**src/design/gpm_pkg.sv**
```systemverilog
// constants, register map and field layout of the gpio, pin interrupt and pattern match block
// Operation
// RQ1 - two ports of 32 pins each, 64 pins driven from port registers
// RQ2 - every port bit has its own direction bit, changeable at run time
// RQ3 - set and clear locations change only the bits written as one
// RQ4 - pin reads return the synchronised pad level whatever function the pin has
// RQ5 - mask register hides masked bits from masked reads and masked writes
// RQ6 - byte and half-word writes update only the addressed byte lanes
// RQ7 - one write to the pin location loads a whole port output word
// RQ8 - toggle location inverts every output bit written as one
// RQ9 - all pins are inputs after reset
// RQ10 - two group interrupts, each from a programmable combination of pins
// RQ11 - group interrupts request wake-up in sleep, deep-sleep and power-down
// RQ12 - eight selectable pin interrupts, each on its own output line
// RQ13 - edge mode triggers on rising, falling or both edges as enabled
// RQ14 - level mode requests while the pin matches the programmed polarity
// RQ15 - pin interrupts request wake-up in sleep and deep-sleep
// RQ16 - any of the 64 pins can feed a pin interrupt or pattern slice
// RQ17 - pattern engine ands level or edge conditions of eight slices into terms
// RQ18 - each product term raises its own interrupt line when matched
// RQ19 - a new match optionally pulses the cpu event notify output
// RQ20 - pattern matches request wake-up only in active or sleep; the code requests it in sleep only
// RQ21 - in power-down pins read as zero and outputs drive zero
// RQ22 - in deep power-down all pins are released to high impedance
// RQ23 - pad inputs pass two flip-flops before any edge or level logic
package gpm_pkg;
  localparam int unsigned GPM_NPIN = 64;
  localparam int unsigned GPM_PW = 32;
  localparam int unsigned GPM_NCH = 8;
  localparam int unsigned GPM_NGRP = 2;
  // port registers: port p at byte address p * 0x40, offset below
  localparam logic [5:0] GPM_P_DIR = 6'h00;
  localparam logic [5:0] GPM_P_MASK = 6'h04;
  localparam logic [5:0] GPM_P_PIN = 6'h08;
  localparam logic [5:0] GPM_P_MPIN = 6'h0c;
  localparam logic [5:0] GPM_P_SET = 6'h10;
  localparam logic [5:0] GPM_P_CLR = 6'h14;
  localparam logic [5:0] GPM_P_NOT = 6'h18;
  // pin interrupt and pattern engine registers
  localparam logic [11:0] GPM_PSEL0 = 12'h100;
  localparam logic [11:0] GPM_PSEL1 = 12'h104;
  localparam logic [11:0] GPM_ISEL = 12'h108;
  localparam logic [11:0] GPM_IENR = 12'h10c;
  localparam logic [11:0] GPM_IENF = 12'h110;
  localparam logic [11:0] GPM_RISE = 12'h114;
  localparam logic [11:0] GPM_FALL = 12'h118;
  localparam logic [11:0] GPM_IST = 12'h11c;
  localparam logic [11:0] GPM_PMCTRL = 12'h120;
  localparam logic [11:0] GPM_PMSRC = 12'h124;
  localparam logic [11:0] GPM_PMCFG = 12'h128;
  // group g at byte address 0x140 + g * 0x20, offset below
  localparam logic [5:0] GPM_GRP_PAGE = 6'h05;
  localparam logic [4:0] GPM_G_CTRL = 5'h00;
  localparam logic [4:0] GPM_G_POL0 = 5'h04;
  localparam logic [4:0] GPM_G_POL1 = 5'h08;
  localparam logic [4:0] GPM_G_ENA0 = 5'h0c;
  localparam logic [4:0] GPM_G_ENA1 = 5'h10;
  // field positions
  localparam int unsigned GPM_PSEL_STRIDE = 8;
  localparam int unsigned GPM_PMCTRL_MODE = 0;
  localparam int unsigned GPM_PMCTRL_EVEN = 1;
  localparam int unsigned GPM_GCTRL_FLAG = 0;
  localparam int unsigned GPM_GCTRL_COMB = 1;
  localparam int unsigned GPM_GCTRL_TRIG = 2;
  // slice conditions
  localparam logic [2:0] GPM_PC_ONE = 3'h0;
  localparam logic [2:0] GPM_PC_RISE = 3'h1;
  localparam logic [2:0] GPM_PC_FALL = 3'h2;
  localparam logic [2:0] GPM_PC_EDGE = 3'h3;
  localparam logic [2:0] GPM_PC_HIGH = 3'h4;
  localparam logic [2:0] GPM_PC_LOW = 3'h5;
  localparam logic [2:0] GPM_PC_ZERO = 3'h6;
  localparam logic [2:0] GPM_PC_EVT = 3'h7;
  // power modes on the power mode input
  localparam logic [2:0] GPM_PM_ACT = 3'h0;
  localparam logic [2:0] GPM_PM_SLEEP = 3'h1;
  localparam logic [2:0] GPM_PM_DSLEEP = 3'h2;
  localparam logic [2:0] GPM_PM_PDOWN = 3'h3;
  localparam logic [2:0] GPM_PM_DPD = 3'h4;
  // reset values and the read-as-zero value
  localparam logic [63:0] GPM_DIR_RST = 64'h0;
  localparam logic [63:0] GPM_OUT_RST = 64'h0;
  localparam logic [31:0] GPM_RD_ZERO = 32'h0;
endpackage : gpm_pkg

```
**src/design/gpm_top.sv**
```systemverilog
// gpio ports with pin interrupts, group interrupts and pattern match engine behind apb
//
// The implementer's own choices: register access over APB and the address map.
`timescale 1ns/100ps
module gpm_top
  import gpm_pkg::*;
#(
  parameter int unsigned N_CH = GPM_NCH
)
(
  input wire logic CLK_I,
  input wire logic ARST_N_I,
  input wire logic PSEL_I,
  input wire logic PENABLE_I,
  input wire logic PWRITE_I,
  input wire logic [11:0] PADDR_I,
  input wire logic [31:0] PWDATA_I,
  input wire logic [3:0] PSTRB_I,
  output logic PREADY_O,
  output logic [31:0] PRDATA_O,
  output logic PSLVERR_O,
  input wire logic [63:0] PAD_IN_I,
  output logic [63:0] PAD_OUT_O,
  output logic [63:0] PAD_OE_N_O,
  input wire logic [2:0] PWR_MODE_I,
  output logic [7:0] PIN_IRQ_O,
  output logic [1:0] GRP_IRQ_O,
  output logic CPU_EVENT_NOTIFY_O,
  output logic WAKE_O
);

  if (N_CH != GPM_NCH)
  begin : g_chk
    $error("gpm_top: channel count must be 8");
  end

  typedef struct packed {
    logic [63:0] sync1;
    logic [63:0] sync2;
    logic [63:0] dir;
    logic [63:0] mask;
    logic [63:0] outv;
    logic [63:0] pad_out;
    logic [63:0] pad_oe_n;
    logic [1:0][63:0] gpol;
    logic [1:0][63:0] gena;
    logic [7:0][5:0] psel;
    logic [7:0] isel;
    logic [7:0] ienr;
    logic [7:0] ienf;
    logic [7:0] rise;
    logic [7:0] fall;
    logic [7:0] ch_prev;
    logic [7:0] pin_irq;
    logic pmode;
    logic evena;
    logic [7:0][2:0] pmsrc;
    logic [7:0][2:0] pmcond;
    logic [7:0] pmend;
    logic [7:0] pm_rs;
    logic [7:0] pm_fs;
    logic [7:0] match;
    logic [1:0] gcomb;
    logic [1:0] gtrig;
    logic [1:0] gflag;
    logic [1:0] gprev;
    logic [1:0] grp_irq;
    logic pready;
    logic pslverr;
    logic evt;
    logic wake;
    logic [31:0] prdata;
  } gpm_state_t;

  gpm_state_t q;
  gpm_state_t n;

  function automatic logic [31:0] gpm_lanes(input logic [3:0] s);
    logic [31:0] m;
    m = 32'h0;
    for (int k = 0; k < 4; k++)
    begin
      m[8*k +: 8] = {8{s[k]}};
    end
    return m;
  endfunction : gpm_lanes

  function automatic logic [31:0] gpm_merge(input logic [31:0] o, input logic [31:0] v,
                                            input logic [31:0] lm);
    return (o & ~lm) | (v & lm);
  endfunction : gpm_merge

  // rs/fs already include an edge seen this cycle
  function automatic logic gpm_cond(input logic [2:0] c, input logic v, input logic rs,
                                    input logic fs, input logic re, input logic fe);
    logic r;
    case (c)
      GPM_PC_ONE: r = 1'b1;
      GPM_PC_RISE: r = rs;
      GPM_PC_FALL: r = fs;
      GPM_PC_EDGE: r = rs | fs;
      GPM_PC_HIGH: r = v;
      GPM_PC_LOW: r = ~v;
      GPM_PC_ZERO: r = 1'b0;
      GPM_PC_EVT: r = re | fe;
      default: r = 1'b0;
    endcase
    return r;
  endfunction : gpm_cond

  logic pd;
  logic dpd;
  logic slp;
  logic dslp;
  logic [63:0] pad_rd;
  logic [7:0] chv;
  logic [7:0] ch_re;
  logic [7:0] ch_fe;
  logic [7:0] sl_v;
  logic [7:0] sl_re;
  logic [7:0] sl_fe;
  logic [7:0] mt;
  logic [7:0] pm_clr;
  logic [7:0] slices;
  logic term;
  logic acc;
  logic wr;
  logic hit;
  logic [31:0] lm;
  logic [31:0] rd;
  logic [31:0] wd;
  logic is_port;
  logic pidx;
  logic [5:0] po;
  logic is_grp;
  logic gi;
  logic [4:0] go;
  logic [31:0] h_dir;
  logic [31:0] h_mask;
  logic [31:0] h_out;
  logic [31:0] h_pad;
  logic [31:0] v32;
  logic [7:0] rise_clr;
  logic [7:0] fall_clr;
  logic [1:0] g_clr;
  logic [63:0] g_act;
  logic g_hit;

  always_comb
  begin
    n = q;
    // the first stage feeds only the second
    n.sync1 = PAD_IN_I;
    n.sync2 = q.sync1; // see RQ23
    pd = (PWR_MODE_I == GPM_PM_PDOWN);
    dpd = (PWR_MODE_I == GPM_PM_DPD);
    slp = (PWR_MODE_I == GPM_PM_SLEEP);
    dslp = (PWR_MODE_I == GPM_PM_DSLEEP);
    pad_rd = pd ? 64'h0 : q.sync2; // see RQ4, see RQ21

    // channel inputs from any pin, ignoring the pin function
    for (int i = 0; i < 8; i++)
    begin
      chv[i] = pad_rd[q.psel[i]]; // see RQ16
    end
    ch_re = chv & ~q.ch_prev;
    ch_fe = ~chv & q.ch_prev;
    n.ch_prev = chv;

    // apb decode; the answer comes one cycle into the access phase
    acc = PSEL_I & PENABLE_I;
    wr = acc & q.pready & PWRITE_I;
    n.pready = acc & ~q.pready;
    lm = gpm_lanes(PSTRB_I);
    wd = PWDATA_I;
    is_port = (PADDR_I[11:7] == 5'h00);
    pidx = PADDR_I[6];
    po = PADDR_I[5:0];
    is_grp = (PADDR_I[11:6] == GPM_GRP_PAGE);
    gi = PADDR_I[5];
    go = PADDR_I[4:0];
    h_dir = pidx ? q.dir[63:32] : q.dir[31:0];
    h_mask = pidx ? q.mask[63:32] : q.mask[31:0];
    h_out = pidx ? q.outv[63:32] : q.outv[31:0];
    h_pad = pidx ? pad_rd[63:32] : pad_rd[31:0];
    rd = GPM_RD_ZERO;
    hit = 1'b1;
    rise_clr = 8'h00;
    fall_clr = 8'h00;
    g_clr = 2'b00;
    v32 = 32'h0;
    g_hit = 1'b0;

    if (is_port)
    begin
      case (po)
        GPM_P_DIR:
        begin
          rd = h_dir;
          h_dir = gpm_merge(h_dir, wd, lm); // see RQ2, see RQ6
        end
        GPM_P_MASK:
        begin
          rd = h_mask;
          h_mask = gpm_merge(h_mask, wd, lm);
        end
        GPM_P_PIN:
        begin
          rd = h_pad;
          h_out = gpm_merge(h_out, wd, lm); // see RQ7
        end
        GPM_P_MPIN:
        begin
          rd = h_pad & ~h_mask;
          h_out = gpm_merge(h_out, wd, lm & ~h_mask); // see RQ5
        end
        GPM_P_SET:
        begin
          rd = h_out;
          h_out = h_out | (wd & lm); // see RQ3
        end
        GPM_P_CLR: h_out = h_out & ~(wd & lm); // see RQ3
        GPM_P_NOT: h_out = h_out ^ (wd & lm); // see RQ8
        default: hit = 1'b0;
      endcase
      if (wr)
      begin
        if (pidx)
        begin
          n.dir[63:32] = h_dir;
          n.mask[63:32] = h_mask;
          n.outv[63:32] = h_out;
        end
        else
        begin
          n.dir[31:0] = h_dir;
          n.mask[31:0] = h_mask;
          n.outv[31:0] = h_out;
        end
      end
    end
    else if (is_grp)
    begin
      g_hit = 1'b1;
      case (go)
        GPM_G_CTRL: rd = {29'h0, q.gtrig[gi], q.gcomb[gi], q.gflag[gi]};
        GPM_G_POL0: rd = q.gpol[gi][31:0];
        GPM_G_POL1: rd = q.gpol[gi][63:32];
        GPM_G_ENA0: rd = q.gena[gi][31:0];
        GPM_G_ENA1: rd = q.gena[gi][63:32];
        default: g_hit = 1'b0;
      endcase
      hit = g_hit;
      if (wr)
      begin
        case (go)
          GPM_G_CTRL:
          begin
            if (lm[0])
            begin
              g_clr[gi] = wd[GPM_GCTRL_FLAG];
              n.gcomb[gi] = wd[GPM_GCTRL_COMB];
              n.gtrig[gi] = wd[GPM_GCTRL_TRIG];
            end
          end
          GPM_G_POL0: n.gpol[gi][31:0] = gpm_merge(rd, wd, lm);
          GPM_G_POL1: n.gpol[gi][63:32] = gpm_merge(rd, wd, lm);
          GPM_G_ENA0: n.gena[gi][31:0] = gpm_merge(rd, wd, lm);
          GPM_G_ENA1: n.gena[gi][63:32] = gpm_merge(rd, wd, lm);
          default: g_clr = 2'b00;
        endcase
      end
    end
    else
    begin
      case (PADDR_I)
        GPM_PSEL0, GPM_PSEL1:
        begin
          for (int k = 0; k < 4; k++)
          begin
            rd[8*k +: 6] = q.psel[{PADDR_I[2], 2'(k)}];
          end
          v32 = gpm_merge(rd, wd, lm);
          if (wr)
          begin
            for (int k = 0; k < 4; k++)
            begin
              n.psel[{PADDR_I[2], 2'(k)}] = v32[8*k +: 6];
            end
          end
        end
        GPM_ISEL:
        begin
          rd = {24'h0, q.isel};
          if (wr && lm[0]) n.isel = wd[7:0];
        end
        GPM_IENR:
        begin
          rd = {24'h0, q.ienr};
          if (wr && lm[0]) n.ienr = wd[7:0];
        end
        GPM_IENF:
        begin
          rd = {24'h0, q.ienf};
          if (wr && lm[0]) n.ienf = wd[7:0];
        end
        GPM_RISE:
        begin
          rd = {24'h0, q.rise};
          if (wr) rise_clr = wd[7:0] & lm[7:0];
        end
        GPM_FALL:
        begin
          rd = {24'h0, q.fall};
          if (wr) fall_clr = wd[7:0] & lm[7:0];
        end
        GPM_IST: rd = {24'h0, q.pin_irq};
        GPM_PMCTRL:
        begin
          rd = {q.match, 22'h0, q.evena, q.pmode};
          if (wr && lm[0])
          begin
            n.pmode = wd[GPM_PMCTRL_MODE];
            n.evena = wd[GPM_PMCTRL_EVEN];
          end
        end
        GPM_PMSRC:
        begin
          rd = {8'h0, q.pmsrc};
          v32 = gpm_merge(rd, wd, lm);
          if (wr) n.pmsrc = v32[23:0];
        end
        GPM_PMCFG:
        begin
          rd = {q.pmcond, q.pmend};
          v32 = gpm_merge(rd, wd, lm);
          if (wr)
          begin
            n.pmcond = v32[31:8];
            n.pmend = v32[7:0];
          end
        end
        default: hit = 1'b0;
      endcase
    end
    if (n.pready)
    begin
      n.prdata = hit ? rd : GPM_RD_ZERO;
      n.pslverr = ~hit;
    end

    // pin interrupts; a hardware set in the clearing cycle wins
    n.rise = (q.rise & ~rise_clr) | (ch_re & q.ienr & ~q.isel); // see RQ13
    n.fall = (q.fall & ~fall_clr) | (ch_fe & q.ienf & ~q.isel); // see RQ13

    // pattern slices, each taking one of the eight channels
    for (int i = 0; i < 8; i++)
    begin
      sl_v[i] = chv[q.pmsrc[i]];
      sl_re[i] = ch_re[q.pmsrc[i]];
      sl_fe[i] = ch_fe[q.pmsrc[i]];
    end
    term = 1'b1;
    slices = 8'h00;
    pm_clr = 8'h00;
    for (int i = 0; i < 8; i++)
    begin
      term = term & gpm_cond(q.pmcond[i], sl_v[i], q.pm_rs[i] | sl_re[i],
                             q.pm_fs[i] | sl_fe[i], sl_re[i], sl_fe[i]); // see RQ17
      slices[i] = 1'b1;
      mt[i] = q.pmend[i] & term;
      if (q.pmend[i])
      begin
        if (term) pm_clr = pm_clr | slices;
        term = 1'b1;
        slices = 8'h00;
      end
    end
    // a matched term consumes its sticky edges so the next match needs new edges
    if (!q.pmode) pm_clr = 8'hff;
    n.pm_rs = (q.pm_rs | sl_re) & ~pm_clr;
    n.pm_fs = (q.pm_fs | sl_fe) & ~pm_clr;
    n.match = q.pmode ? mt : 8'h00;
    n.evt = q.pmode & q.evena & (|(mt & ~q.match)); // see RQ19

    for (int i = 0; i < 8; i++)
    begin
      if (q.pmode)
        n.pin_irq[i] = mt[i]; // see RQ18
      else if (q.isel[i])
        n.pin_irq[i] = q.ienr[i] & ~(chv[i] ^ q.ienf[i]); // see RQ14
      else
        n.pin_irq[i] = n.rise[i] | n.fall[i]; // see RQ12
    end

    // group interrupts: and/or of enabled pins matching their polarity
    for (int g = 0; g < 2; g++)
    begin
      // groups watch the real pad levels, so the zeroed power-down read view cannot hide a wake
      g_act = q.gena[g] & ~(q.sync2 ^ q.gpol[g]);
      term = q.gcomb[g] ? ((g_act == q.gena[g]) && (|q.gena[g])) : (|g_act); // see RQ10
      n.gprev[g] = term;
      n.gflag[g] = (q.gflag[g] & ~g_clr[g]) | (q.gtrig[g] ? term : (term & ~q.gprev[g]));
      n.grp_irq[g] = q.gtrig[g] ? term : n.gflag[g];
    end

    // wake requests only from the modes each source supports
    n.wake = ((|n.grp_irq) & (slp | dslp | pd)) // see RQ11
           | (~q.pmode & (|n.pin_irq) & (slp | dslp)) // see RQ15
           | (q.pmode & (|n.pin_irq) & slp); // see RQ20

    n.pad_out = pd ? 64'h0 : q.outv; // see RQ21
    // deep power-down releases every pin regardless of direction
    n.pad_oe_n = dpd ? {64{1'b1}} : ~q.dir; // see RQ22, see RQ1
  end

  always_ff @(posedge CLK_I or negedge ARST_N_I)
  begin
    if (!ARST_N_I)
    begin
      q <= '0;
      q.dir <= GPM_DIR_RST; // see RQ9
      q.outv <= GPM_OUT_RST;
      q.pad_oe_n <= ~GPM_DIR_RST; // see RQ9
    end
    else
    begin
      q <= n;
    end
  end

  assign PREADY_O = q.pready;
  assign PRDATA_O = q.prdata;
  assign PSLVERR_O = q.pslverr;
  assign PAD_OUT_O = q.pad_out;
  assign PAD_OE_N_O = q.pad_oe_n;
  assign PIN_IRQ_O = q.pin_irq;
  assign GRP_IRQ_O = q.grp_irq;
  assign CPU_EVENT_NOTIFY_O = q.evt;
  assign WAKE_O = q.wake;

endmodule : gpm_top

```
**config.mk**
```make
export PLATFORM = sky130hd
export DESIGN_NAME = gpm_top
export DESIGN_NICKNAME = d
export VERILOG_FILES = /design/src/design/gpm_pkg.sv /design/src/design/gpm_top.sv
export SDC_FILE = /design/constraint.sdc
export NUM_CORES = 2
export LEC_CHECK = 0
export BUFFER_PORTS_ARGS = -buffer_cell sky130_fd_sc_hd__buf_2
export CORE_UTILIZATION = 42
export DETAILED_ROUTE_END_ITERATION = 12
export HOLD_SLACK_MARGIN = 0.08
export PLACE_DENSITY = 0.68
export SETUP_SLACK_MARGIN = 0.15
export SYNTH_ARGS = -nofsm -noshare
export SYNTH_HDL_FRONTEND = slang
export SYNTH_SLANG_ARGS = --single-unit
```
**constraint.sdc**
```tcl
create_clock -name CLK_I -period 6 [get_ports CLK_I]
set_clock_uncertainty 0.1 [all_clocks]
set_input_delay 0.3 -clock CLK_I [delete_from_list [all_inputs] [get_ports CLK_I]]
set_output_delay 0.3 -clock CLK_I [all_outputs]
set_load 0.02 [all_outputs]
```
# Yosys cells after proc, flatten, opt, wreduce, memory -nomap -nowiden
# Cells that the tools add are included.
[word_totals]
ff_bits = 936
inputBits = 120
output_inout_bits = 174
word_cells = 610
[op_classes]
magnitude_cmp = 26
n_eq_ne = 84
n_mux = 212
bitwise_logic = 183
reduce_logical = 44
[ops]
columns = ["cell", "n"]
rows = [
  ["bitwise mux 128 bit", 4],
  ["two-way mux 64 bit", 8],
  ["case mux 128 bit (2 select lines)", 2],
  ["case mux 32 bit (5 select lines)", 3],
  ["two-way mux 32 bit", 12],
  ["AND 32 bit", 11],
  ["OR reduction 64 bit", 4],
  ["two-way mux 8 bit", 28],
  ["bitwise OR 32 bit", 7],
  ["bitwise mux 48 bit", 4],
  ["inverter 64 bit", 3],
  ["equality test 12 x 9 -> 1 bit (second input constant)", 11],
  ["AND 64 bit", 2],
  ["demux 64 bit (select 1 bit)", 2],
  ["equality test 64 bit", 2],
  ["inverter 32 bit", 4],
  ["XOR 64 bit", 2],
  ["equality test 3 bit (second input constant)", 33],
  ["AND 8 bit", 12],
  ["bitwise OR 8 bit", 11],
  ["two-way mux 1 bit", 76],
  ["binary-select mux 1 bit (select 3 bit)", 24],
  ["two-way mux 6 bit", 12],
  ["case mux 1 bit (8 select lines)", 8],
  ["47 further kinds", 264],
]

# Depth between registers and ports, before layout
[logic_depth]
word_depth = 37
mapped_depth = 19
ltp_nobuf = 15

# Worst setup path after synthesis
# Ideal clock, no wire load.
[synth_timing]
path_kind = "register to register"
start = "register q[220] (netlist bit)"
end = "register q[63] (netlist bit)"
setup_time_ns = 0.139
t_arrival_ns = 4.143
required_time_ns = 5.761
slack_ns = 1.618
path_stages_with_launch = 20
path_buffers = 5
synth_period_minus_slack_ns = 4.382
path_cell_list = "dfrtp_1 -> buf_6 -> buf_12 -> buf_12 -> buf_12 -> mux2i_1 -> a22oi_1 -> nand3_1 -> and3_1 -> buf_6 -> a21o_4 -> mux4_2 -> or2_0 -> o311a_1 -> o311ai_1 -> o311a_2 -> or3b_1 -> or4b_4 -> a21oi_2 -> a2111oi_1"
[synth_lines]
columns = ["item", "line", "rtl"]
rows = [
  ["start, declared", "gpm_top.sv:75", "gpm_state_t q;"],
  ["start signal, assigned", "gpm_top.sv:428", "q <= n;"],
]

==> out/qor.txt <==
die area -> 0.126 mm2
MaxCap Viol Count -> 0
CP peak stage delay -> 830 ps
final setup fails -> 0
clock sinks -> 936
Top-Level Pins -> 294
Worst IR Drop VDD -> 0.000289 V
Post-Synthesis Cells -> 5328
worst hold-check path type -> in2reg
Max Buffers Root-to-Sink -> 3
RSZ-0062 raised after global routing -> no
Avg WL per Cell -> 32.6 um
CP cell instances -> mux2i_1 -> mux4_2 -> o221ai_1 -> o22ai_1 -> nor2b_1 -> a2111oi_0 -> nand4b_1 -> buf_4 -> a41oi_1 -> a31oi_1 -> o31ai_2 -> a31oi_1 -> or4b_4 -> a21oi_2 -> buf_4 -> a2111oi_1
die height -> 355 um
Synth async-reset ratio -> 100%
Mapped Nets -> 5480
area delta synth->final -> 15.1%
Worst-Skew Late Latency -> 780 ps
r2r setup slk -> 320 ps
share of cells above drive strength 1 -> 18.6%
drt initial violations -> 7885
Final period util -> 94.7%
Seq/Total Area, Yosys -> 45.0%
CP startpoint kind -> flop
Via Count -> 47500
failing checks -> design-rule violations
RR Startpoint -> q[862]$_DFF_PN0_
post-synth cell types -> 110
crit path DAT -> 6160 ps
routed vias/inst -> 6.57
Layout Nets -> 5656
fin crit period -> 5680 ps
root buf cell -> clkbuf_16
Crit. End Element -> flop
R2R Path End -> q[55]$_DFF_PN0_
synthesized area per cell -> 9.81 um2
critical path class -> reg2reg
Initial Util -> 42.3%
CP max stage cell -> dfrtp_1
final max-slew violation count -> 0
via count of the first global-routing pass -> 44700
Most used DFF post-synth -> dfrtp_1
static leakage -> 25.2 nW
aggregate negative setup slack -> 0 ps
CTS tree -> built
Worst Setup EP -> q[55]$_DFF_PN0_
Worst Tran Pin Value -> 1210 ps
number of enable flip-flop cells after synthesis -> 0
largest net degree at the start of global routing -> 164
post-synthesis cell area -> 0.0523 mm2
status -> complete, but fails checks
H-tree depth -> 3
Worst Path Required -> 6480 ps
crit path launch -> q[862]$_DFF_PN0_
final worst setup slack -> 318 ps
clock slew at reported path FFs -> 70 ps
max frequency -> 0.176 GHz
Pre-antenna DRT Iters -> 13
initial antenna violation count -> 20
CP max FO -> 9
Slew HR -> 19.3%
synth warn -> 0
routability cong. -> 1.08
total gr overflow -> 0
dpl ws -> 352 ps
first-pass GRT wire length -> 334 mm
power per cell area -> 248 mW/mm2
R2R cell count -> 16
synthesis-stage register bit count -> 936
post-detail-place hpwl -> 170 mm
DRC Markers -> 4
Tot GR Track Use -> 36.8%
DRT antenna net count -> 0
total wire length -> 236 mm
CTS Buf Count -> 103
Port Buffers -> 293
final hold vios -> 0
FP Rows -> 129
Die W -> 355 um
# Post-CTS Setup Buffers -> 0
core region area -> 0.124 mm2
## cell type report
cell class,instances,area [um2]
clock inverters,54,921
diodes,6,15.0
flip-flops and latches,936,23500
repair buffers,666,4880
well taps,1637,2050
inverters,229,860
fillers,11400,63500
multi-input cells,3568,25000
clock buffers,140,2960
## stage by stage
step           hold WS, ps  utilization, %  cell area, um2  cells  power, mW
2_1_floorplan        -95.6               -           52300   5328       7.01
3_3_place_gp           234            44.1           54600   6869       7.67
3_5_place_dp           235            44.1           54600   6869       7.68
4_1_cts               83.5            48.6           60100   7230       14.9
5_1_grt               98.1            48.6           60100   7232       15.3
6_report               123            48.7           60200   7236       14.9
## power by group
group          switching, mW  internal (mW)  total [mW]
Combinational          0.843          0.374        1.22
Sequential             0.139           6.37        6.51
Clock                   2.93           4.29        7.21
Total                   3.91           11.0        14.9
## sequential cells by signal, summed over array words and instances (netlist names), named ones only
signal / cells
PSLVERR_O: 1
PRDATA_O: 32
PREADY_O: 1
PIN_IRQ_O: 8
PAD_OE_N_O: 64
n: 64
PAD_OUT_O: 64
CPU_EVENT_NOTIFY_O: 1
q: 642
GRP_IRQ_O: 2
WAKE_O: 1
## placed cells by master, fill, tap and decap left out, drive strengths merged, types with 141 or more instances in the layout
| cell type | instances |
|---|---|
| dfrtp | 872 |
| nand2 | 686 |
| o21ai | 533 |
| buf | 499 |
| mux2i | 339 |
| inv | 235 |
| dlygate4sd3 | 166 |
| nor2 | 160 |
| a21oi | 157 |
| clkbuf | 141 |
## worst max-delay path: cells and delay by family (launching register included)
| family | cells | cell delay (ps) |
|---|---|---|
| muxes | 2 | 680 |
| AOI/OAI and AO/OA | 9 | 2350 |
| DFF | 1 | 830 |
| buffers and inverters | 2 | 400 |
| and+or+nand+nor | 3 | 1120 |
## routing by layer
| layer | track usage [%] | wire length, um | vias to the layer above |
|---|---|---|---|
| li1 | - | - | 19700 |
| met1 | 48.8 | 90500 | 23400 |
| met2 | 51.3 | 96000 | 3686 |
| met3 | 13.4 | 32500 | 758 |
| met4 | 21.8 | 16600 | 14 |
| met5 | 0 | 95 | - |
## cell usage after synthesis, types with 87 or more instances
| cell | count | area (um2) |
|---|---|---|
| buf_4 | 182 | 1370 |
| nand2_1 | 686 | 2570 |
| a21oi_1 | 156 | 781 |
| mux2_2 | 132 | 1490 |
| o22ai_1 | 87 | 544 |
| xnor2_1 | 132 | 1160 |
| nor2_1 | 160 | 601 |
| inv_1 | 228 | 856 |
| mux2i_1 | 339 | 3390 |
| o21ai_0 | 531 | 2660 |
| a22oi_1 | 94 | 706 |
| dfrtp_1 | 872 | 21800 |
| clkbuf_1 | 335 | 1260 |
## how the worst min path moves through the flow
stage	to	depth (start not counted)	from	slack, ps
4_1_cts	n[846]$_DFF_PN0_	2	PAD_IN_I[38]	80
6_report	n[846]$_DFF_PN0_	2	PAD_IN_I[38]	120
2_1_floorplan	CPU_EVENT_NOTIFY_O$_DFF_PN0_	0	ARST_N_I	-100
3_5_place_dp	q[812]$_DFF_PN0_	0	n[812]$_DFF_PN0_	230
3_3_place_gp	q[821]$_DFF_PN0_	0	n[821]$_DFF_PN0_	230
5_1_grt	n[846]$_DFF_PN0_	2	PAD_IN_I[38]	100
## logic make-up (layout without fill, tap and decap cells)
kind of cell,Yosys count,in the layout,synth area share (%)
AO/OA/AOI/OAI,1507,1507,19.7
AND/OR/NAND/NOR,1341,1341,12.0
flip-flops,936,936,45.0
buffers and inverters,824,1089,7.58
multiplexers,548,548,12.7
XOR/XNOR,140,140,2.35
adder cells (fa/ha/maj),32,32,0.766
other,0,6,0
## timing repair
item | CTS | global route
hold buffers | 167 | 0
hold endpoints to repair | 444 | 0
setup endpoints to repair | 0 | 18
resized for setup | 0 | 9
(Power assumes the default switching activity.)
